===== config.mk =====
export PLATFORM = sky130hd
export DESIGN_NAME = clb_bus_unit
export DESIGN_NICKNAME = d
export VERILOG_FILES = /design/src/inc/clb_pkg.sv /design/src/core/clb_lane_steer.sv /design/src/core/clb_bus_unit.sv
export SDC_FILE = /design/constraint.sdc
export NUM_CORES = 1
export LEC_CHECK = 0
export ABC_AREA = 1
export BUFFER_PORTS_ARGS = -buffer_cell sky130_fd_sc_hd__buf_2
export CAP_MARGIN = 30
export CORE_ASPECT_RATIO = 1.25
export CORE_MARGIN = 4
export CORE_UTILIZATION = 35
export DETAILED_ROUTE_END_ITERATION = 6
export PLACE_DENSITY_LB_ADDON = 0.1
export SYNTH_ARGS = -nofsm -noshare
export SYNTH_HDL_FRONTEND = slang
export SYNTH_HIERARCHICAL = 1
export SYNTH_SLANG_ARGS = --single-unit

===== constraint.sdc =====
create_clock -name clk_in -period 6.75 [get_ports clk_in]
set_input_delay 2.025 -clock clk_in [delete_from_list [all_inputs] [get_ports clk_in]]
set_output_delay 2.025 -clock clk_in [all_outputs]
set_load 0.005 [all_outputs]

===== src/inc/clb_pkg.sv =====
package clb_pkg;

  // Bus operation kinds
  typedef enum logic [2:0] {
    CLB_OP_MEM_RD,
    CLB_OP_MEM_WR,
    CLB_OP_IO_RD,
    CLB_OP_IO_WR,
    CLB_OP_INTA,
    CLB_OP_HALT
  } clb_op_t;

  // Local bus states
  typedef enum logic [1:0] {
    CLB_ST_IDLE,
    CLB_ST_STATUS,
    CLB_ST_COMMAND,
    CLB_ST_HOLD
  } clb_state_t;

  // Request from the core side
  typedef struct packed {
    clb_op_t op;
    logic is_word;
    logic [23:0] addr;
    logic [15:0] wdata;
  } clb_req_t;

  // Lane steering result for one bus piece
  typedef struct packed {
    logic addr_lsb;
    logic ube_n;
    logic split;
    logic take_lo;
    logic take_hi;
    logic [15:0] wbus;
    logic [7:0] rd_lo;
    logic [7:0] rd_hi;
  } clb_lane_t;

  // Status code bits: {mem_io, code_inta, status_line_1, status_line_0}
  localparam logic [3:0] CLB_STAT_IDLE = 4'hf;
  localparam logic [3:0] CLB_STAT_MEM_RD = 4'hd;
  localparam logic [3:0] CLB_STAT_MEM_WR = 4'he;
  localparam logic [3:0] CLB_STAT_IO_RD = 4'h5;
  localparam logic [3:0] CLB_STAT_IO_WR = 4'h6;
  localparam logic [3:0] CLB_STAT_INTA = 4'h0;
  localparam logic [3:0] CLB_STAT_HALT = 4'h8;

  // Address space masks and address step
  localparam logic [23:0] CLB_MASK_FULL = 24'hffffff;
  localparam logic [23:0] CLB_MASK_REAL = 24'h0fffff;
  localparam logic [23:0] CLB_MASK_IO = 24'h00ffff;
  localparam logic [23:0] CLB_ADDR_STEP = 24'h000001;

  // Values after reset
  localparam logic [23:0] CLB_ADDR_RST = 24'h000000;
  localparam logic [15:0] CLB_DATA_RST = 16'h0000;
  localparam logic CLB_PHASE2_RST = 1'b0;

  // Status encoding per operation
  function automatic logic [3:0] clb_status_code(input clb_op_t op);
    logic [3:0] code;
    code = CLB_STAT_IDLE;
    case (op)
      CLB_OP_MEM_RD: code = CLB_STAT_MEM_RD;
      CLB_OP_MEM_WR: code = CLB_STAT_MEM_WR;
      CLB_OP_IO_RD: code = CLB_STAT_IO_RD;
      CLB_OP_IO_WR: code = CLB_STAT_IO_WR;
      CLB_OP_INTA: code = CLB_STAT_INTA;
      CLB_OP_HALT: code = CLB_STAT_HALT;
      default: code = CLB_STAT_IDLE;
    endcase
    return code;
  endfunction

endpackage


===== src/core/clb_lane_steer.sv =====
module clb_lane_steer
  import clb_pkg::*;
(
  input wire logic is_word_in,
  input wire logic addr0_in,
  input wire logic step2_in,
  input wire logic [15:0] wdata_in,
  input wire logic [15:0] rbus_in,
  output clb_lane_t lane_out
);

  // Piece classification
  wire odd_piece = addr0_in & ~step2_in;
  wire split = is_word_in & addr0_in;
  wire full_word = is_word_in & ~addr0_in;
  wire second = split & step2_in;

  // Byte placement: low byte of a word belongs to the lower address
  wire [15:0] wbus = full_word ? wdata_in :
                     second ? {wdata_in[15:8], wdata_in[15:8]} :
                     {wdata_in[7:0], wdata_in[7:0]};
  wire [7:0] rd_lo = odd_piece ? rbus_in[15:8] : rbus_in[7:0];
  wire [7:0] rd_hi = full_word ? rbus_in[15:8] : rbus_in[7:0];

  // Lane select pins and read merge enables
  assign lane_out = '{
    addr_lsb: odd_piece,
    ube_n: ~(odd_piece | full_word),
    split: split,
    take_lo: ~second,
    take_hi: full_word | second,
    wbus: wbus,
    rd_lo: rd_lo,
    rd_hi: rd_hi
  };

endmodule


===== src/core/clb_bus_unit.sv =====
module clb_bus_unit
  import clb_pkg::*;
(
  input wire logic clk_in,
  input wire logic nrst_in,
  input wire logic ce_in,
  input wire logic real_mode_in,
  input wire logic req_valid_in,
  output logic req_ready_out,
  input wire clb_req_t req_in,
  output logic rsp_valid_out,
  output logic [15:0] rsp_rdata_out,
  input wire logic ready_n_in,
  input wire logic bus_request_in,
  input wire logic phase_next_p1_in,
  input wire logic [15:0] data_in,
  output logic [15:0] data_out,
  output logic data_oe_out,
  output logic [23:1] addr_out,
  output logic address_lsb_out,
  output logic upper_byte_enable_n_out,
  output logic status_line_1_out,
  output logic status_line_0_out,
  output logic mem_io_out,
  output logic code_inta_out,
  output logic addr_oe_out,
  output logic bus_grant_ack_out
);

  clb_state_t state_ff;
  clb_state_t nxt_state;
  logic phase2_ff;
  logic ready_seen_ff;
  logic step2_ff;
  clb_req_t op_ff;
  logic hold_s1_ff;
  logic hold_s2_ff;
  logic [23:0] addr_ff;
  logic ube_n_ff;
  logic [3:0] status_ff;
  logic addr_oe_ff;
  logic grant_ff;
  logic [15:0] data_ff;
  logic data_oe_ff;
  logic [15:0] rdata_ff;
  logic rsp_valid_ff;
  logic real_ff;
  clb_lane_t lane_ld;
  clb_lane_t lane_cur;

  // State and phase decode
  wire in_ti = (state_ff == CLB_ST_IDLE);
  wire in_ts = (state_ff == CLB_ST_STATUS);
  wire in_tc = (state_ff == CLB_ST_COMMAND);
  wire in_th = (state_ff == CLB_ST_HOLD);
  wire p1_end = ce_in & ~phase2_ff;
  wire pclk_end = ce_in & phase2_ff;
  wire hold_req = hold_s2_ff;

  // Operation progress decode
  wire piece_done = in_tc & ready_seen_ff;
  wire need_split = lane_cur.split & ~step2_ff;
  wire op_done = piece_done & ~need_split;
  wire cur_write = (op_ff.op == CLB_OP_MEM_WR) | (op_ff.op == CLB_OP_IO_WR);
  wire cur_read = (op_ff.op == CLB_OP_MEM_RD) | (op_ff.op == CLB_OP_IO_RD) | (op_ff.op == CLB_OP_INTA);
  wire bus_free = in_ti | op_done;

  // Request acceptance: only at a processor clock boundary with the bus free
  assign req_ready_out = pclk_end & bus_free & ~hold_req;
  wire take = req_valid_in & req_ready_out;

  // Address space limits per operation kind
  wire req_io = (req_in.op == CLB_OP_IO_RD) | (req_in.op == CLB_OP_IO_WR);
  wire op_io = (op_ff.op == CLB_OP_IO_RD) | (op_ff.op == CLB_OP_IO_WR);
  wire [23:0] req_mask = req_io ? CLB_MASK_IO : (real_mode_in ? CLB_MASK_REAL : CLB_MASK_FULL);
  wire [23:0] op_mask = op_io ? CLB_MASK_IO : (real_ff ? CLB_MASK_REAL : CLB_MASK_FULL);
  wire [23:0] req_addr_m = req_in.addr & req_mask;
  wire [23:0] next_byte_addr = (op_ff.addr + CLB_ADDR_STEP) & op_mask;

  // Piece that is loaded onto the pins at this boundary
  wire ld_word = take ? req_in.is_word : op_ff.is_word;
  wire ld_a0 = take ? req_addr_m[0] : op_ff.addr[0];
  wire ld_step2 = ~take;
  wire [23:0] ld_addr = take ? req_addr_m : next_byte_addr;
  wire [3:0] ld_status = clb_status_code(take ? req_in.op : op_ff.op);
  wire load_piece = pclk_end & (take | (piece_done & need_split));

  // Lane steering for the piece being loaded
  clb_lane_steer u_lane_ld (
    .is_word_in(ld_word),
    .addr0_in(ld_a0),
    .step2_in(ld_step2),
    .wdata_in(CLB_DATA_RST),
    .rbus_in(CLB_DATA_RST),
    .lane_out(lane_ld)
  );

  // Lane steering for the piece now on the bus
  clb_lane_steer u_lane_cur (
    .is_word_in(op_ff.is_word),
    .addr0_in(op_ff.addr[0]),
    .step2_in(step2_ff),
    .wdata_in(op_ff.wdata),
    .rbus_in(data_in),
    .lane_out(lane_cur)
  );

  // Bus state sequencing, evaluated once per processor clock
  always_comb
  begin
    nxt_state = state_ff;
    case (state_ff)
      CLB_ST_IDLE: nxt_state = take ? CLB_ST_STATUS : (hold_req ? CLB_ST_HOLD : CLB_ST_IDLE);
      CLB_ST_STATUS: nxt_state = CLB_ST_COMMAND;
      CLB_ST_COMMAND:
      begin
        if (!ready_seen_ff)
          nxt_state = CLB_ST_COMMAND;
        else if (need_split || take)
          nxt_state = CLB_ST_STATUS;
        else if (hold_req)
          nxt_state = cur_write ? CLB_ST_IDLE : CLB_ST_HOLD;
        else
          nxt_state = CLB_ST_IDLE;
      end
      CLB_ST_HOLD: nxt_state = hold_req ? CLB_ST_HOLD : CLB_ST_IDLE;
      default: nxt_state = CLB_ST_IDLE;
    endcase
  end

  // Processor clock phase: halves the system clock, realigned while the bus rests
  wire nxt_phase2 = (in_ti | in_th) ? ~phase_next_p1_in : ~phase2_ff;

  always_ff @(posedge clk_in or negedge nrst_in)
  begin
    if (!nrst_in)
      phase2_ff <= CLB_PHASE2_RST;
    else if (ce_in)
      phase2_ff <= nxt_phase2;
  end

  // Bus state register
  always_ff @(posedge clk_in or negedge nrst_in)
  begin
    if (!nrst_in)
      state_ff <= CLB_ST_IDLE;
    else if (pclk_end)
      state_ff <= nxt_state;
  end

  // Bus request synchroniser, the request comes from another master
  always_ff @(posedge clk_in or negedge nrst_in)
  begin
    if (!nrst_in)
    begin
      hold_s1_ff <= 1'b0;
      hold_s2_ff <= 1'b0;
    end
    else if (ce_in)
    begin
      hold_s1_ff <= bus_request_in;
      hold_s2_ff <= hold_s1_ff;
    end
  end

  // Ready sampled at the end of phase 1 of every command state
  always_ff @(posedge clk_in or negedge nrst_in)
  begin
    if (!nrst_in)
      ready_seen_ff <= 1'b0;
    else if (p1_end)
      ready_seen_ff <= in_tc & ~ready_n_in;
  end

  // Current operation and split progress
  always_ff @(posedge clk_in or negedge nrst_in)
  begin
    if (!nrst_in)
    begin
      op_ff <= '{op: CLB_OP_MEM_RD, is_word: 1'b0, addr: CLB_ADDR_RST, wdata: CLB_DATA_RST};
      step2_ff <= 1'b0;
    end
    else if (load_piece)
    begin
      if (take)
        op_ff <= '{op: req_in.op, is_word: req_in.is_word, addr: req_addr_m, wdata: req_in.wdata};
      step2_ff <= ~take;
    end
  end

  // Address mode kept per operation, so a mode change while an operation
  // is in flight cannot move the second half of a split word
  always_ff @(posedge clk_in or negedge nrst_in)
  begin
    if (!nrst_in)
      real_ff <= 1'b0;
    else if (take)
      real_ff <= real_mode_in;
  end

  // Address pins change only at the end of a processor clock, so the old
  // address stays through phase 1 of the first command state
  always_ff @(posedge clk_in or negedge nrst_in)
  begin
    if (!nrst_in)
    begin
      addr_ff <= CLB_ADDR_RST;
      ube_n_ff <= 1'b1;
    end
    else if (load_piece)
    begin
      addr_ff <= {ld_addr[23:1], lane_ld.addr_lsb};
      ube_n_ff <= lane_ld.ube_n;
    end
  end

  // Status lines active for the status state only
  always_ff @(posedge clk_in or negedge nrst_in)
  begin
    if (!nrst_in)
      status_ff <= CLB_STAT_IDLE;
    else if (pclk_end)
      status_ff <= (nxt_state == CLB_ST_STATUS) ? ld_status : CLB_STAT_IDLE;
  end

  // Output enables and hold acknowledge
  always_ff @(posedge clk_in or negedge nrst_in)
  begin
    if (!nrst_in)
    begin
      addr_oe_ff <= 1'b1;
      grant_ff <= 1'b0;
    end
    else if (pclk_end)
    begin
      addr_oe_ff <= (nxt_state != CLB_ST_HOLD);
      grant_ff <= (nxt_state == CLB_ST_HOLD);
    end
  end

  // Write data: driven from phase 2 of the status state, kept one system
  // clock past the last command state, kept on for back to back writes
  wire data_start = p1_end & in_ts & cur_write;
  wire data_stop = p1_end & ~in_ts & ~in_tc;

  always_ff @(posedge clk_in or negedge nrst_in)
  begin
    if (!nrst_in)
    begin
      data_ff <= CLB_DATA_RST;
      data_oe_ff <= 1'b0;
    end
    else if (data_start)
    begin
      data_ff <= lane_cur.wbus;
      data_oe_ff <= 1'b1;
    end
    else if (data_stop | (p1_end & in_ts))
      data_oe_ff <= 1'b0;
  end

  // Read data merge and completion pulse
  wire rd_capture = pclk_end & piece_done & cur_read;

  always_ff @(posedge clk_in or negedge nrst_in)
  begin
    if (!nrst_in)
      rdata_ff <= CLB_DATA_RST;
    else if (rd_capture)
    begin
      if (lane_cur.take_lo)
        rdata_ff[7:0] <= lane_cur.rd_lo;
      if (lane_cur.take_hi)
        rdata_ff[15:8] <= lane_cur.rd_hi;
    end
  end

  always_ff @(posedge clk_in or negedge nrst_in)
  begin
    if (!nrst_in)
      rsp_valid_ff <= 1'b0;
    else if (ce_in)
      rsp_valid_ff <= pclk_end & op_done;
  end

  // Pin drive
  assign addr_out = addr_ff[23:1];
  assign address_lsb_out = addr_ff[0];
  assign upper_byte_enable_n_out = ube_n_ff;
  assign mem_io_out = status_ff[3];
  assign code_inta_out = status_ff[2];
  assign status_line_1_out = status_ff[1];
  assign status_line_0_out = status_ff[0];
  assign addr_oe_out = addr_oe_ff;
  assign bus_grant_ack_out = grant_ff;
  assign data_out = data_ff;
  assign data_oe_out = data_oe_ff;
  assign rsp_valid_out = rsp_valid_ff;
  assign rsp_rdata_out = rdata_ff;
endmodule


==> out/qor.txt <==
Status - complete, no violations
RSZ-0062 raised after global routing - false
Routed vias - 5405
Core ar. - 17500 µm²
Fin util - 0.4353
Syn nets - 859
Via/cell ratio - 4.712
Fmax achieved - 203.8 MHz
Critical path's top delay family - buffers and inverters
Critical path endpoint category - output pin
Buf/Inv on CP - 3
Routability cong. - 0.9494
Setup Total Neg Slack - 0 ns
Slowest stage cell, crit path - inv_1
Die Height - 157.4 µm
WL met1 - 7495 µm
Drt total wl - 17230 µm
Max cap viols - 0
# clock sinks - 117
Met2 wire len - 8463 µm
Wire length of the first global-routing pass - 27970 µm
YS warnings - 6
Tot GR Track Use - 0.1777
CP Data Required Time - 4.72 ns
CP startpoint kind - input port
WL/cell - 15.02 µm
Post-Layout Cell Count - 1147
# DRC - 0
Hold Vio Cnt, Final - 0
Worst Clk Skew - 0.007868 ns
Post-Syn Area - 6253 µm²
Final max-slew violation count - 0
Max layer used - met4
Ratio of cells with drive above 1 in the final layout - 0.2524
Die X - 127.6 µm
H-tree levels - 4
ANT cells - 0
Starting DRT DRC Count - 265
I/O pin cnt - 134
Post-CTS Setup Bufs - 0
Slew margin rel. - 0.5091
Clk slew on worst S/H paths - 0.05 ns
Met3 WL - 974 µm
Clock tree root buffer cell - clkbuf_16
Cell Count Post-Placement - 1115
Post-CTS Hold Fix Bufs - 0
Tmin final - 4.908 ns
Commonest cells after routing, fill and taps aside - nand2_1 (288), buf_2 (132), dfrtp_1 (111)
GRT Residual Overflow - 0
Initial antenna violation count - 0
Final setup fails - 0
Crit Path Category - in -> out
Port buffer count - 133
Area of the die - 20080 µm²
CP Data Arrival Time - 2.88 ns
Power Density - 419.6 nW/µm²
Clock buffer depth - 2
Commonest non-fill, non-tap cell in the layout - nand2_1
Post-cts sizing count - 0
Largest net degree at the start of global routing - 47
Core Rows - 54
DP Wirelength - 12850 µm
CTS buffer count - 17
CP dominant cell by count - buf_2
Number of global-route vias before repair - 5363
Worst-skew pair later-pin latency - 0.41 ns
Worst-path fanout max - 11
CTS tree - yes
Cells along the critical path - buf_2, nand2_4, inv_1, nand2_1, nor2_1, buf_2
Leakage - 0.004102 µW
Worst-Margin Slew - 0.7364 ns
Initial Utilization - 0.3574
Crit path largest cell delay - 0.28 ns
Post-layout nets - 984
Post-Syn Area per Cell - 7.966 µm²
Mapped Cells - 785
Fin crit share - 0.7271
Layout area overhead - 21.81%
Antenna Nets Post-Route - 0
Pre-Repair DR Iteration Count - 6
Max VDD drop - 182.2 µV
Hold Path Class - reg -> reg
layer usage:
layer | up-vias | track usage
met4 | 0 | 0.06132
met1 | 2494 | 0.2251
met2 | 131 | 0.2981
met3 | 20 | 0.04175
met5 | - | 0
li1 | 2760 | -
cell type report:
class                           count  area, µm²
Fill cell                        1815       9882
Sequential cell                   117       2935
Multi-Input combinational cell    552       2759
Timing Repair Buffer              137      714.4
Clock buffer                       24      511.7
Inverter                           85      321.6
Tap cell                          224      280.3
Clock inverter                      8      95.09
final timing paths:
kind	startpoint	endpoint	slack, ns	cells past startpoint
min	data_out[8]	data_out[8]	0.46	2
min reg2reg	data_out[8]	data_out[8]	0.46	2
max reg2reg	op_ff[16]	addr_ff[11]	3.39	11
max in group asynchronous	nrst_in	addr_ff[0]	4.21	2
max	ce_in	req_ready_out	1.84	6
min in group asynchronous	nrst_in	data_out[14]	1.57	1
tightest hold or removal path, delay by kind of cell, from the launching register on:
kind | cells | cell delay [ns]
flip-flops | 1 | 0.34
AND/OR/NAND/NOR | 2 | 0.09
state kept, by name (all words and copies together) (netlist names), 2 cells and up:
| signal | cells |
|---|---|
| op_ff | 44 |
| status_ff | 4 |
| data_out | 16 |
| state_ff | 2 |
| rsp_rdata_out | 16 |
| addr_ff | 24 |
stage by stage:
| step | worst slack [ns] | power (µW) | instance area, µm² | hold slack (ns) |
|---|---|---|---|---|
| floorplan | 1.948 | 1955 | 6254 | 0.4492 |
| global placement | 1.826 | 2300 | 6979 | 0.4532 |
| detailed placement | 1.836 | 2309 | 7010 | 0.4534 |
| CTS | 1.838 | 3242 | 7617 | 0.4675 |
| global route | 1.743 | 3473 | 7617 | 0.4903 |
| finish | 1.842 | 3197 | 7617 | 0.4624 |
report_power, final:
part | internal [µW] | switching [µW] | total [µW]
combinational | 418 | 628 | 1050
clock | 599 | 314 | 913
sequential | 982 | 255 | 1240
Power figures use the tool's default switching activity.
